--- src/phyan_pkg.sv ---
// constants, offsets and types shared by the negotiation control block
package phyan_pkg;
    // register offsets on the management port
    localparam logic [4:0] REG_BASIC_CONTROL = 5'h00;
    localparam logic [4:0] REG_BASIC_STATUS = 5'h01;
    localparam logic [4:0] REG_LOCAL_ABILITY_ADVERT = 5'h04;
    localparam logic [4:0] REG_PARTNER_ABILITY = 5'h05;
    localparam logic [4:0] REG_NEGOTIATION_EXPANSION = 5'h06;
    localparam logic [4:0] REG_NEXT_PAGE_TRANSMIT = 5'h07;
    localparam logic [4:0] REG_PHY_SPECIFIC_CONTROL = 5'h10;
    localparam logic [4:0] REG_SELFTEST_LOOP_CONTROL = 5'h16;
    // basic_control fields
    localparam int BC_MII_LOOP = 14;
    localparam int BC_SPEED_LSB = 13;
    localparam int BC_AN_EN = 12;
    localparam int BC_RESTART = 9;
    localparam int BC_DUPLEX = 8;
    localparam int BC_SPEED_MSB = 6;
    // basic_status fields
    localparam int BS_AN_DONE = 5;
    localparam int BS_LINK = 2;
    // advertisement and partner page fields
    localparam int ADV_NEXT_PAGE = 15;
    localparam int ADV_ASYM_PAUSE = 11;
    localparam int ADV_PAUSE = 10;
    localparam int ADV_100FD = 8;
    localparam int ADV_100HD = 7;
    localparam int ADV_10FD = 6;
    localparam int ADV_10HD = 5;
    localparam logic [4:0] SEL_8023 = 5'h01;
    // negotiation_expansion fields
    localparam int EXP_PARTNER_AN = 0;
    localparam int EXP_PAGE_RX = 1;
    localparam int EXP_PD_FAULT = 4;
    // phy_specific_control fields
    localparam int PSC_AUTO_XOVER = 6;
    localparam int PSC_FORCE_XOVER = 5;
    // selftest_loop_control fields
    localparam int ST_PCS_LOOP = 1;
    localparam int ST_DIG_LOOP = 2;
    localparam int ST_ANA_LOOP = 3;
    localparam int ST_REV_LOOP = 4;
    // values after reset
    localparam logic [15:0] BC_RESET = 16'h1140;
    localparam logic [15:0] BS_CAPS = 16'h7908;
    localparam logic [15:0] ADV_RESET = 16'h01E1;
    localparam logic [15:0] NP_RESET = 16'h2001;
    localparam logic [15:0] PSC_RESET = 16'h0040;
    localparam logic [15:0] ST_RESET = 16'h0000;
    // timing
    localparam int CLK_KHZ = 250000;
    localparam int BREAK_LINK_MS = 1200;
    localparam int AN_MAX_MS = 3000;
    localparam int XOVER_SLOT_MS = 60;
    localparam int BREAK_LINK_CYCLES = BREAK_LINK_MS * CLK_KHZ;
    localparam int AN_MAX_CYCLES = AN_MAX_MS * CLK_KHZ;
    localparam int XOVER_SLOT_CYCLES = XOVER_SLOT_MS * CLK_KHZ;

    typedef enum logic [1:0] {
        SPD_10 = 2'b00,
        SPD_100 = 2'b01,
        SPD_1000 = 2'b10
    } phyan_speed_type;

    typedef enum logic [2:0] {
        AN_OFF = 3'b000,
        AN_BREAK = 3'b001,
        AN_ABILITY = 3'b011,
        AN_NEXT = 3'b010,
        AN_DONE = 3'b110
    } phyan_state_type;
endpackage

--- src/phyan_ctrl.sv ---
// negotiation, crossover and loopback control of a 10/100/1000 transceiver
// What this block does
// - pick best technology both ends advertise
// - at gigabit, resolve master favouring multiport
// - advertise pause bits 10,11 from register 0x04
// - store partner pause bits in register 0x05
// - next page content sent from register 0x07
// - parallel detect from 10/100 link signals
// - parallel detect loads bits 5,7, selector 00001
// - expansion bit 0 zero after parallel detect
// - parallel detect fault sets on bad link
// - lost negotiated link resumes negotiation
// - control bit 9 restarts negotiation
// - restart silences link until break timer ends
// - strap-disabled negotiation stays disabled
// - negotiation not done within about three seconds restarts with a break
// - crossover resolved before pulse exchange starts
// - crossover auto by strap or bit 6
// - forced mapping by strap or bit 5
// - crossover runs with negotiation on or off
// - MII loop in 0x00, others in 0x16
// - loop availability and link status per speed
`timescale 1ns/100ps
module phyan_ctrl
    import phyan_pkg::*;
#(
    parameter int BREAK_CYCLES = BREAK_LINK_CYCLES,
    parameter int AN_MAX = AN_MAX_CYCLES,
    parameter int XOVER_SLOT = XOVER_SLOT_CYCLES
) (
    // clock and reset
    input wire logic mclk,
    input wire logic reset,
    // straps, caught after reset release
    input wire logic strap_an_off,
    input wire logic crossover_auto_off_strap,
    input wire logic crossover_forced_strap,
    // management register port
    input wire logic [4:0] reg_addr,
    input wire logic reg_wr,
    input wire logic reg_rd,
    input wire logic [15:0] reg_wdata,
    output logic [15:0] reg_rdata_q,
    // local station abilities
    input wire logic local_gig_adv,
    input wire logic local_multiport,
    input wire logic [10:0] local_seed,
    // link partner side
    input wire logic partner_page_valid,
    input wire logic [15:0] partner_page,
    input wire logic partner_gig_adv,
    input wire logic partner_multiport,
    input wire logic [10:0] partner_seed,
    input wire logic pd_link_10,
    input wire logic pd_link_100,
    input wire logic link_good,
    input wire logic signal_detect,
    // line control
    output logic flp_tx_q,
    output logic [15:0] tx_page_q,
    output logic data_tx_en_q,
    output logic crossed_q,
    // resolved mode
    output phyan_speed_type speed_q,
    output logic full_duplex_q,
    output logic master_q,
    output logic link_up_q,
    output logic link_ind_q,
    // loopback selects
    output logic mii_loop_q,
    output logic pcs_loop_q,
    output logic dig_loop_q,
    output logic ana_loop_q,
    output logic rev_loop_q
);
    phyan_state_type an_state_q, an_state_d;
    logic init_q, an_locked_q, pd_done_q, link_seen_q;
    logic [15:0] ctrl_q, adv_q, partner_q, np_q, psc_q, st_q;
    logic exp_partner_q, exp_page_q, exp_fault_q;
    logic wr_ctrl, restart_req, an_en_new, tmr_start, tmr_done, xover_done;
    logic pd_single, pd_fault_ev;
    logic [31:0] tmr_load;
    logic [3:0] res;

    function automatic logic hit(input logic [4:0] a, input logic [4:0] off);
        return a == off;
    endfunction

    // {valid, speed, full duplex}, best common technology first
    function automatic logic [3:0] resolve(input logic [15:0] l, input logic [15:0] p,
                                           input logic lg, input logic pg);
        if (lg && pg) return {1'b1, SPD_1000, 1'b1};
        if (l[ADV_100FD] && p[ADV_100FD]) return {1'b1, SPD_100, 1'b1};
        if (l[ADV_100HD] && p[ADV_100HD]) return {1'b1, SPD_100, 1'b0};
        if (l[ADV_10FD] && p[ADV_10FD]) return {1'b1, SPD_10, 1'b1};
        if (l[ADV_10HD] && p[ADV_10HD]) return {1'b1, SPD_10, 1'b0};
        return {1'b0, SPD_10, 1'b0};
    endfunction

    assign wr_ctrl = reg_wr && hit(reg_addr, REG_BASIC_CONTROL);
    assign an_en_new = reg_wdata[BC_AN_EN] && !an_locked_q;
    // restart bit, or enable going from clear to set
    assign restart_req = wr_ctrl && an_en_new
                         && (reg_wdata[BC_RESTART] || !ctrl_q[BC_AN_EN]);
    assign pd_single = (pd_link_10 ^ pd_link_100) && !partner_page_valid;
    assign pd_fault_ev = (an_state_q == AN_ABILITY && pd_link_10 && pd_link_100)
                         || (an_state_q == AN_DONE && pd_done_q && !link_good);
    assign res = resolve(adv_q, partner_q, local_gig_adv, partner_gig_adv);

    always_ff @(posedge mclk or posedge reset) begin
        if (reset) begin
            init_q <= 1'b0;
        end else begin
            init_q <= 1'b1;
        end
    end

    always_ff @(posedge mclk or posedge reset) begin
        if (reset) begin
            an_locked_q <= 1'b0;
        end else if (!init_q) begin
            an_locked_q <= strap_an_off;
        end
    end

    always_ff @(posedge mclk or posedge reset) begin
        if (reset) begin
            ctrl_q <= BC_RESET;
        end else if (!init_q) begin
            ctrl_q[BC_AN_EN] <= !strap_an_off;
        end else if (wr_ctrl) begin
            ctrl_q <= reg_wdata;
            ctrl_q[BC_RESTART] <= 1'b0;
            ctrl_q[BC_AN_EN] <= an_en_new;
        end
    end

    always_ff @(posedge mclk or posedge reset) begin
        if (reset) begin
            adv_q <= ADV_RESET;
            np_q <= NP_RESET;
            st_q <= ST_RESET;
        end else if (reg_wr) begin
            if (hit(reg_addr, REG_LOCAL_ABILITY_ADVERT)) adv_q <= reg_wdata;
            if (hit(reg_addr, REG_NEXT_PAGE_TRANSMIT)) np_q <= reg_wdata;
            if (hit(reg_addr, REG_SELFTEST_LOOP_CONTROL)) st_q <= reg_wdata;
        end
    end

    always_ff @(posedge mclk or posedge reset) begin
        if (reset) begin
            psc_q <= PSC_RESET;
        end else if (!init_q) begin
            psc_q[PSC_AUTO_XOVER] <= !crossover_auto_off_strap;
            psc_q[PSC_FORCE_XOVER] <= crossover_forced_strap;
        end else if (reg_wr && hit(reg_addr, REG_PHY_SPECIFIC_CONTROL)) begin
            psc_q <= reg_wdata;
        end
    end

    // negotiation sequencing
    always_comb begin
        an_state_d = an_state_q;
        if (!init_q) begin
            an_state_d = AN_OFF;
        end else if (restart_req) begin
            an_state_d = AN_BREAK;
        end else if (!ctrl_q[BC_AN_EN]) begin
            an_state_d = AN_OFF;
        end else begin
            unique case (an_state_q)
                AN_OFF: an_state_d = AN_BREAK;
                AN_BREAK: if (tmr_done) an_state_d = AN_ABILITY;
                AN_ABILITY: begin
                    if (partner_page_valid) begin
                        an_state_d = (adv_q[ADV_NEXT_PAGE] && partner_page[ADV_NEXT_PAGE])
                                     ? AN_NEXT : AN_DONE;
                    end else if (pd_single) begin
                        an_state_d = AN_DONE;
                    end else if (tmr_done) begin
                        an_state_d = AN_BREAK;
                    end
                end
                AN_NEXT: begin
                    if (partner_page_valid && !np_q[ADV_NEXT_PAGE]
                        && !partner_page[ADV_NEXT_PAGE]) begin
                        an_state_d = AN_DONE;
                    end else if (tmr_done) begin
                        an_state_d = AN_BREAK;
                    end
                end
                AN_DONE: if (link_seen_q && !link_good) an_state_d = AN_ABILITY;
                default: an_state_d = AN_OFF;
            endcase
        end
    end

    always_ff @(posedge mclk or posedge reset) begin
        if (reset) begin
            an_state_q <= AN_OFF;
        end else begin
            an_state_q <= an_state_d;
        end
    end

    assign tmr_start = (an_state_d != an_state_q || restart_req)
                       && (an_state_d == AN_BREAK || an_state_d == AN_ABILITY);
    assign tmr_load = (an_state_d == AN_BREAK) ? 32'(BREAK_CYCLES) : 32'(AN_MAX);

    phyan_timer #(.W(32)) u_timer (
        .mclk(mclk),
        .reset(reset),
        .start(tmr_start),
        .load(tmr_load),
        .done_q(tmr_done)
    );

    // runs whatever the negotiation state
    phyan_xover #(.SLOT(XOVER_SLOT)) u_xover (
        .mclk(mclk),
        .reset(reset),
        .auto_en(psc_q[PSC_AUTO_XOVER]),
        .force_cross(psc_q[PSC_FORCE_XOVER]),
        .signal_ok(signal_detect),
        .restart(an_state_d == AN_BREAK && an_state_q != AN_BREAK),
        .cross_q(crossed_q),
        .done_q(xover_done)
    );

    // partner page capture and parallel detect result
    always_ff @(posedge mclk or posedge reset) begin
        if (reset) begin
            partner_q <= '0;
            pd_done_q <= 1'b0;
        end else if (an_state_q == AN_ABILITY && partner_page_valid) begin
            partner_q <= partner_page;
            pd_done_q <= 1'b0;
        end else if (an_state_q == AN_ABILITY && pd_single) begin
            partner_q <= '0;
            partner_q[ADV_100HD] <= pd_link_100;
            partner_q[ADV_10HD] <= pd_link_10;
            partner_q[4:0] <= SEL_8023;
            pd_done_q <= 1'b1;
        end
    end

    always_ff @(posedge mclk or posedge reset) begin
        if (reset) begin
            link_seen_q <= 1'b0;
        end else begin
            link_seen_q <= an_state_q == AN_DONE && (link_seen_q || link_good);
        end
    end

    // expansion flags; a new event beats a read clear
    always_ff @(posedge mclk or posedge reset) begin
        if (reset) begin
            exp_partner_q <= 1'b0;
            exp_page_q <= 1'b0;
            exp_fault_q <= 1'b0;
        end else begin
            if (an_state_q == AN_ABILITY && partner_page_valid) begin
                exp_partner_q <= 1'b1;
            end else if (an_state_d == AN_BREAK || (an_state_q == AN_ABILITY && pd_single)) begin
                exp_partner_q <= 1'b0;
            end
            if (partner_page_valid && (an_state_q == AN_ABILITY || an_state_q == AN_NEXT)) begin
                exp_page_q <= 1'b1;
            end else if (reg_rd && hit(reg_addr, REG_NEGOTIATION_EXPANSION)) begin
                exp_page_q <= 1'b0;
            end
            if (pd_fault_ev) begin
                exp_fault_q <= 1'b1;
            end else if (reg_rd && hit(reg_addr, REG_NEGOTIATION_EXPANSION)) begin
                exp_fault_q <= 1'b0;
            end
        end
    end

    // line control
    always_ff @(posedge mclk or posedge reset) begin
        if (reset) begin
            flp_tx_q <= 1'b0;
            tx_page_q <= '0;
            data_tx_en_q <= 1'b0;
        end else begin
            flp_tx_q <= (an_state_q == AN_ABILITY || an_state_q == AN_NEXT)
                        && xover_done;
            tx_page_q <= (an_state_q == AN_NEXT) ? np_q : adv_q;
            data_tx_en_q <= an_state_q == AN_DONE || an_state_q == AN_OFF;
        end
    end

    // resolved speed, duplex and role
    always_ff @(posedge mclk or posedge reset) begin
        if (reset) begin
            speed_q <= SPD_10;
            full_duplex_q <= 1'b0;
            master_q <= 1'b0;
        end else if (an_state_q == AN_OFF) begin
            speed_q <= ctrl_q[BC_SPEED_MSB] ? SPD_1000
                       : (ctrl_q[BC_SPEED_LSB] ? SPD_100 : SPD_10);
            full_duplex_q <= ctrl_q[BC_DUPLEX];
            master_q <= local_multiport;
        end else if (an_state_q == AN_DONE) begin
            if (pd_done_q) begin
                speed_q <= partner_q[ADV_100HD] ? SPD_100 : SPD_10;
                full_duplex_q <= 1'b0;
            end else begin
                speed_q <= phyan_speed_type'(res[2:1]);
                full_duplex_q <= res[0];
            end
            if (local_multiport != partner_multiport) begin
                master_q <= local_multiport;
            end else begin
                master_q <= local_seed > partner_seed;
            end
        end
    end

    // loopback selects and link indication
    always_ff @(posedge mclk or posedge reset) begin
        if (reset) begin
            link_up_q <= 1'b0;
            link_ind_q <= 1'b0;
            mii_loop_q <= 1'b0;
            pcs_loop_q <= 1'b0;
            dig_loop_q <= 1'b0;
            ana_loop_q <= 1'b0;
            rev_loop_q <= 1'b0;
        end else begin
            link_up_q <= link_good && (an_state_q == AN_DONE || an_state_q == AN_OFF);
            link_ind_q <= link_up_q && !ctrl_q[BC_MII_LOOP]
                          && !(pcs_loop_q && speed_q != SPD_100);
            mii_loop_q <= ctrl_q[BC_MII_LOOP];
            pcs_loop_q <= st_q[ST_PCS_LOOP] && speed_q != SPD_10;
            dig_loop_q <= st_q[ST_DIG_LOOP];
            ana_loop_q <= st_q[ST_ANA_LOOP];
            rev_loop_q <= st_q[ST_REV_LOOP];
        end
    end

    // register read port, answer one cycle after the strobe
    always_ff @(posedge mclk or posedge reset) begin
        if (reset) begin
            reg_rdata_q <= '0;
        end else if (reg_rd) begin
            unique case (reg_addr)
                REG_BASIC_CONTROL: reg_rdata_q <= ctrl_q;
                REG_BASIC_STATUS: reg_rdata_q <= BS_CAPS
                    | (16'(an_state_q == AN_DONE) << BS_AN_DONE)
                    | (16'(link_ind_q) << BS_LINK);
                REG_LOCAL_ABILITY_ADVERT: reg_rdata_q <= adv_q;
                REG_PARTNER_ABILITY: reg_rdata_q <= partner_q;
                REG_NEGOTIATION_EXPANSION: reg_rdata_q <= (16'(exp_fault_q) << EXP_PD_FAULT)
                    | (16'(exp_page_q) << EXP_PAGE_RX)
                    | (16'(exp_partner_q) << EXP_PARTNER_AN);
                REG_NEXT_PAGE_TRANSMIT: reg_rdata_q <= np_q;
                REG_PHY_SPECIFIC_CONTROL: reg_rdata_q <= psc_q;
                REG_SELFTEST_LOOP_CONTROL: reg_rdata_q <= st_q;
                default: reg_rdata_q <= '0;
            endcase
        end
    end

    chk_restart_break: assert property (@(posedge mclk) disable iff (reset)
        restart_req && init_q |=> an_state_q == AN_BREAK)
        else $error("restart did not enter break");
    chk_break_quiet: assert property (@(posedge mclk) disable iff (reset)
        an_state_q == AN_BREAK ##1 an_state_q == AN_BREAK |-> !flp_tx_q && !data_tx_en_q)
        else $error("line active during break");
    chk_flp_after_xover: assert property (@(posedge mclk) disable iff (reset)
        $rose(flp_tx_q) |-> $past(xover_done))
        else $error("pulses before crossover resolved");
    chk_strap_lock: assert property (@(posedge mclk) disable iff (reset)
        an_locked_q && init_q |=> !ctrl_q[BC_AN_EN] && an_state_q == AN_OFF)
        else $error("strap-disabled negotiation came back");
    chk_pd_selector: assert property (@(posedge mclk) disable iff (reset)
        an_state_q == AN_ABILITY && pd_single && !restart_req && ctrl_q[BC_AN_EN]
        |=> partner_q[4:0] == SEL_8023 && an_state_q == AN_DONE && !exp_partner_q)
        else $error("parallel detect result wrong");
    chk_pd_fault_set: assert property (@(posedge mclk) disable iff (reset)
        pd_fault_ev |=> exp_fault_q)
        else $error("parallel detect fault missed");
    chk_pause_adv: assert property (@(posedge mclk) disable iff (reset)
        an_state_q == AN_ABILITY |=> tx_page_q[11:10] == $past(adv_q[11:10]))
        else $error("pause advertisement not sent");
    chk_lost_resume: assert property (@(posedge mclk) disable iff (reset)
        an_state_q == AN_DONE && link_seen_q && !link_good && !restart_req
        && ctrl_q[BC_AN_EN] |=> an_state_q == AN_ABILITY)
        else $error("lost link did not resume negotiation");
    chk_pcs_speed: assert property (@(posedge mclk) disable iff (reset)
        pcs_loop_q |-> $past(speed_q) != SPD_10)
        else $error("coding loop at 10M");
    chk_mii_no_link: assert property (@(posedge mclk) disable iff (reset)
        $past(mii_loop_q) && mii_loop_q |-> !link_ind_q)
        else $error("link shown in MAC-side loop");
endmodule

--- src/phyan_timer.sv ---
// one-shot down counter with a sticky done flag
`timescale 1ns/100ps
module phyan_timer #(
    parameter int W = 32
) (
    // clock and reset
    input wire logic mclk,
    input wire logic reset,
    // control
    input wire logic start,
    input wire logic [W-1:0] load,
    // status
    output logic done_q
);
    logic [W-1:0] cnt_q;

    always_ff @(posedge mclk or posedge reset) begin
        if (reset) begin
            cnt_q <= '0;
            done_q <= 1'b0;
        end else if (start) begin
            cnt_q <= load;
            done_q <= 1'b0;
        end else if (cnt_q > W'(1)) begin
            cnt_q <= cnt_q - W'(1);
        end else if (cnt_q == W'(1)) begin
            cnt_q <= '0;
            done_q <= 1'b1;
        end
    end
endmodule

--- src/phyan_xover.sv ---
// straight or crossed channel mapping, automatic or forced
`timescale 1ns/100ps
module phyan_xover #(
    parameter int SLOT = 32'd15000000
) (
    // clock and reset
    input wire logic mclk,
    input wire logic reset,
    // control
    input wire logic auto_en,
    input wire logic force_cross,
    input wire logic signal_ok,
    input wire logic restart,
    // result
    output logic cross_q,
    output logic done_q
);
    logic [31:0] slot_q;

    always_ff @(posedge mclk or posedge reset) begin
        if (reset) begin
            cross_q <= 1'b0;
            done_q <= 1'b0;
            slot_q <= '0;
        end else if (!auto_en) begin
            cross_q <= force_cross;
            done_q <= 1'b1;
            slot_q <= '0;
        end else if (restart) begin
            done_q <= 1'b0;
            slot_q <= '0;
        end else if (signal_ok) begin
            done_q <= 1'b1;
        end else if (!done_q) begin
            // hunt: flip the pair mapping every slot until energy is seen
            if (slot_q >= 32'(SLOT - 1)) begin
                slot_q <= '0;
                cross_q <= !cross_q;
            end else begin
                slot_q <= slot_q + 32'd1;
            end
        end
    end
endmodule

--- config.mk ---
export PLATFORM = sky130hd
export DESIGN_NAME = phyan_ctrl
export DESIGN_NICKNAME = d
export VERILOG_FILES = /design/src/phyan_pkg.sv /design/src/phyan_ctrl.sv /design/src/phyan_timer.sv /design/src/phyan_xover.sv
export SDC_FILE = /design/constraint.sdc
export NUM_CORES = 1
export LEC_CHECK = 0
export BUFFER_PORTS_ARGS = -buffer_cell sky130_fd_sc_hd__buf_2
export CELL_PAD_IN_SITES_DETAIL_PLACEMENT = 1
export CELL_PAD_IN_SITES_GLOBAL_PLACEMENT = 2
export CORE_ASPECT_RATIO = 1.25
export CORE_MARGIN = 3
export CORE_UTILIZATION = 30
export CTS_BUF_LIST = sky130_fd_sc_hd__clkbuf_8
export CTS_CLUSTER_SIZE = 10
export DETAILED_ROUTE_END_ITERATION = 10
export GPL_ROUTABILITY_DRIVEN = 1
export PLACE_DENSITY = 0.74
export SKIP_CTS_REPAIR_TIMING = 1
export SLEW_MARGIN = 20
export SYNTH_ARGS = -nofsm -noshare
export SYNTH_HDL_FRONTEND = slang
export SYNTH_SLANG_ARGS = --single-unit
--- constraint.sdc ---
create_clock -name mclk -period 9.5 [get_ports mclk]
set_input_delay 1.9 -clock mclk [delete_from_list [all_inputs] [get_ports mclk]]
set_output_delay 1.9 -clock mclk [all_outputs]
set_load 0.02 [all_outputs]
==> insert_results.sql <==
INSERT INTO impl_metrics (metric_group, metric, value, unit) VALUES
('route', 'wl_per_cell', '20.4', 'um'),
('place', 'place.port_buffers', '120', ''),
('synthesis', 'synth.cell_area', '10500', 'um2'),
('die', 'initial_cell_density_of_the_core', '30.9', '%'),
('layout', 'layout_commonest_cell', 'sky130_fd_sc_hd__dfrtp_1', ''),
('die', 'die_width', '173', 'um'),
('critical_path', 'worstSetupStartpointType', 'input port', ''),
('critical_path', 'cell_type_group_with_the_largest_total_delay_on_the_critical_path', 'compound AO/OA/AOI/OAI gates', ''),
('synthesis', 'synth.largest_area_cell', 'sky130_fd_sc_hd__dfrtp_1', ''),
('critical_path', 'timing.reg2reg.worst_path_depth', '8', ''),
('place', 'detailedPlacementHpwl', '22.9', 'mm'),
('critical_path', 'critical_path.endpoint_type', 'flop', ''),
('critical_path', 'worst_setup_path_endpoint', 'u_timer.cnt_q[27]', ''),
('die', 'top_level_ports', '121', ''),
('critical_path', 'worst-setup-path-type', 'in2reg', ''),
('layout', 'flow.area_growth_from_synthesis', '18.4', '%'),
('route', 'number_of_routed_nets_with_antenna_violations', '0', ''),
('die', 'height_of_the_die', '215', 'um'),
('layout', 'fin_nets', '1189', ''),
('critical_path', 'timing.critical_path.depth', '7', ''),
('critical_path', 'critPathMaxStageDelay', '0.70', 'ns'),
('critical_path', 'timing.critical_path.buf_inv', '1', ''),
('synthesis', 'ys_async_sr_fraction', '100', '%'),
('power', 'power_leakage', '5.60', 'nW'),
('route', 'wire_length_after_detailed_routing', '32.5', 'mm'),
('sta', 'timing_worst_slew_pin_value', '1.09', 'ns'),
('power', 'vdd_drop_max', '0.0636', 'mV'),
('synthesis', 'synthTopCellsByArea', 'sky130_fd_sc_hd__dfrtp_1 49%, sky130_fd_sc_hd__mux2_2 9.7%, sky130_fd_sc_hd__dfstp_2 2.8%', ''),
('flow_run', 'max_cap_violations', '0', ''),
('critical_path', 'rr_endpoint', 'u_timer.cnt_q[28]', ''),
('critical_path', 'cp.required', '9.86', 'ns'),
('clock_network', 'cts_tree', 'yes', ''),
('clock_network', 'cts-buffers-inserted', '40', ''),
('sta', 'final_hold_fails', '0', ''),
('synthesis', 'synthesis.yosys.warnings', '0', ''),
('synthesis', 'synth_cells', '973', ''),
('layout', 'final_layout_size_suffix_gt1_share', '27.8', '%'),
('global_route', 'initial_antenna_violation_count', '2', ''),
('global_route', 'gr-usage-all-layers', '17.5', '%'),
('global_route', 'grt_pass1_wl', '51.8', 'mm'),
('sta', 'final_max_slew_viol_count', '0', ''),
('clock_network', 'cts_max_level', '2', ''),
('clock_network', 'cts_root_buffer', 'sky130_fd_sc_hd__clkbuf_8', ''),
('sta', 'fmax', '255', 'MHz'),
('critical_path', 'crit_path_slowest_cell', 'sky130_fd_sc_hd__o21ai_2', ''),
('status', 'status', 'completed', ''),
('critical_path', 'r2r_start', 'u_timer.cnt_q[0]', ''),
('synthesis', 'synth.lib_cells_used.distinct', '74', ''),
('sta', 'postLayoutSetupSlackWorst', '5.58', 'ns'),
('place', 'dpl_worst_slack', '4.69', 'ns'),
('die', 'core', '34000', 'um2'),
('place', 'gpl.final_weighted_congestion', '0.756', ''),
('die', 'dieArea', '37200', 'um2'),
('clock_network', 'worst_setup_hold_path_clk_slew', '0.06', 'ns'),
('synthesis', 'post_synth.cell_area_avg', '10.8', 'um2'),
('route', 'drt_pre_antenna_iters', '7', ''),
('route', 'remaining_drc_errors', '0', ''),
('critical_path', 'worst-r2r-setup-slack', '6.45', 'ns'),
('critical_path', 'crit_fanout', '22', ''),
('critical_path', 'cp_most_frequent_cell', 'sky130_fd_sc_hd__o21ai_2', ''),
('sta', 'ratio_of_final_minimum_period_to_clock_period', '41.3', '%'),
('hold_path', 'min_path_cells', '0', ''),
('synthesis', 'yosysTopAreaCellShare', '49.2', '%'),
('synthesis', 'synth_flop_cell', 'sky130_fd_sc_hd__dfrtp_1', ''),
('critical_path', 'worst-endpoint-arrival', '4.29', 'ns'),
('clock_network', 'cts_buffer_depth', '3', ''),
('synthesis', 'synth-seq-cells', '217', ''),
('power', 'power-per-cell-area', '192', 'nW/um2'),
('sta', 'finalCriticalPeriod', '3.92', 'ns'),
('power', 'power', '0.00238', 'W'),
('global_route', 'grt_max_degree', '101', '');
-- metrics by stage --
stage          hold WS, ns  area [um2]  instances  utilization [%]
3_5_place_dp         0.411       11600       1520             34.1
3_3_place_gp         0.406       11600       1520             34.1
2_1_floorplan        0.369       10500        973                -
6_report             0.403       12400       1593             36.5
4_1_cts              0.410       12400       1592             36.5
5_1_grt              0.428       12400       1593             36.5
-- where the power goes --
part           switching, W  total [W]  internal (W)
Clock              0.000396   0.000903      0.000507
Combinational      0.000202   0.000352      0.000150
Sequential        0.0000897    0.00113       0.00104
-- synthesized netlist by cell type (4+ instances only) --
| cell | count |
|---|---|
| sky130_fd_sc_hd__a21oi_1 | 22 |
| sky130_fd_sc_hd__dfstp_2 | 11 |
| sky130_fd_sc_hd__nor2b_1 | 9 |
| sky130_fd_sc_hd__a21o_1 | 11 |
| sky130_fd_sc_hd__or4_1 | 13 |
| sky130_fd_sc_hd__nand3_1 | 29 |
| sky130_fd_sc_hd__a22o_1 | 14 |
| sky130_fd_sc_hd__o211ai_1 | 5 |
| sky130_fd_sc_hd__buf_2 | 11 |
| sky130_fd_sc_hd__a31oi_1 | 26 |
| sky130_fd_sc_hd__nor4_1 | 10 |
| sky130_fd_sc_hd__xor2_1 | 12 |
| sky130_fd_sc_hd__o21a_1 | 9 |
| sky130_fd_sc_hd__o21ai_0 | 55 |
| sky130_fd_sc_hd__o311ai_0 | 4 |
| sky130_fd_sc_hd__nand3b_1 | 7 |
| sky130_fd_sc_hd__dfrtp_1 | 206 |
| sky130_fd_sc_hd__mux2i_1 | 9 |
| sky130_fd_sc_hd__nor3_1 | 28 |
| sky130_fd_sc_hd__xnor2_1 | 16 |
| sky130_fd_sc_hd__nand2b_1 | 9 |
| sky130_fd_sc_hd__and2_1 | 9 |
| sky130_fd_sc_hd__mux2_2 | 90 |
| sky130_fd_sc_hd__a221oi_1 | 12 |
| sky130_fd_sc_hd__a22oi_1 | 25 |
| sky130_fd_sc_hd__inv_1 | 36 |
| sky130_fd_sc_hd__nor2_1 | 62 |
| sky130_fd_sc_hd__o2bb2ai_1 | 10 |
| sky130_fd_sc_hd__nand4_1 | 8 |
| sky130_fd_sc_hd__or3_1 | 8 |
| sky130_fd_sc_hd__clkbuf_1 | 30 |
| sky130_fd_sc_hd__a311oi_1 | 6 |
| sky130_fd_sc_hd__ha_1 | 14 |
| sky130_fd_sc_hd__nand2_1 | 76 |
-- logic make-up after synthesis --
family / synth area share [%]
fa+ha+maj: 1.67
flops: 51.9
xor+xnor: 2.34
mux: 10.5
compound gates: 15.5
buf+inv: 3.16
simple gates: 14.8
other cells: 0.0358
-- how the worst min path moves through the flow --
stage                 endpoint  slack, ns  startpoint
global route        ana_loop_q       0.43     st_q[3]
detailed placement  ana_loop_q       0.41     st_q[3]
global placement    ana_loop_q       0.41     st_q[3]
CTS                 ana_loop_q       0.41     st_q[3]
finish              ana_loop_q       0.40     st_q[3]
floorplan           dig_loop_q       0.37     st_q[2]
-- flip-flops by register name (all words and copies together), names as in the netlist, 2 cells and up --
signal / flops
an_state_q: 3
ctrl_q: 15
psc_q: 16
speed_q: 2
adv_q: 16
st_q: 16
reg_rdata_q: 16
partner_q: 16
u_xover.slot_q: 32
np_q: 16
u_timer.cnt_q: 32
tx_page_q: 16
-- layer usage --
metal | vias up | wire (um) | track usage [%]
met2 | 184 | 15900 | 29.7
li1 | 3843 | - | -
met4 | 0 | 599 | 4.33
met1 | 4262 | 14600 | 23.1
met3 | 46 | 1460 | 3.16
met5 | - | 0 | 0
-- layout make-up --
type                            instances  area share (%)
Antenna cell                            1          0.0202
Multi-Input combinational cell        673            38.2
Inverter                               37            1.18
Clock buffer                           51            5.66
Clock inverter                         21           0.877
Timing Repair Buffer                  131            5.50
Tap cell                              462            4.66
Sequential cell                       217            43.9
-- worst register-to-register path: stages, from the launching register on --
cell and delay, ns:
sky130_fd_sc_hd__dfrtp_1 0.42, sky130_fd_sc_hd__inv_1 0.10, sky130_fd_sc_hd__ha_1 0.33, sky130_fd_sc_hd__nor4b_1 0.71, sky130_fd_sc_hd__and4b_1 0.51, sky130_fd_sc_hd__nand2b_2 0.14, sky130_fd_sc_hd__or4_1 0.44, sky130_fd_sc_hd__xor2_1 0.15
sky130_fd_sc_hd__o21ai_0 0.09
(Power assumes the default switching activity.)
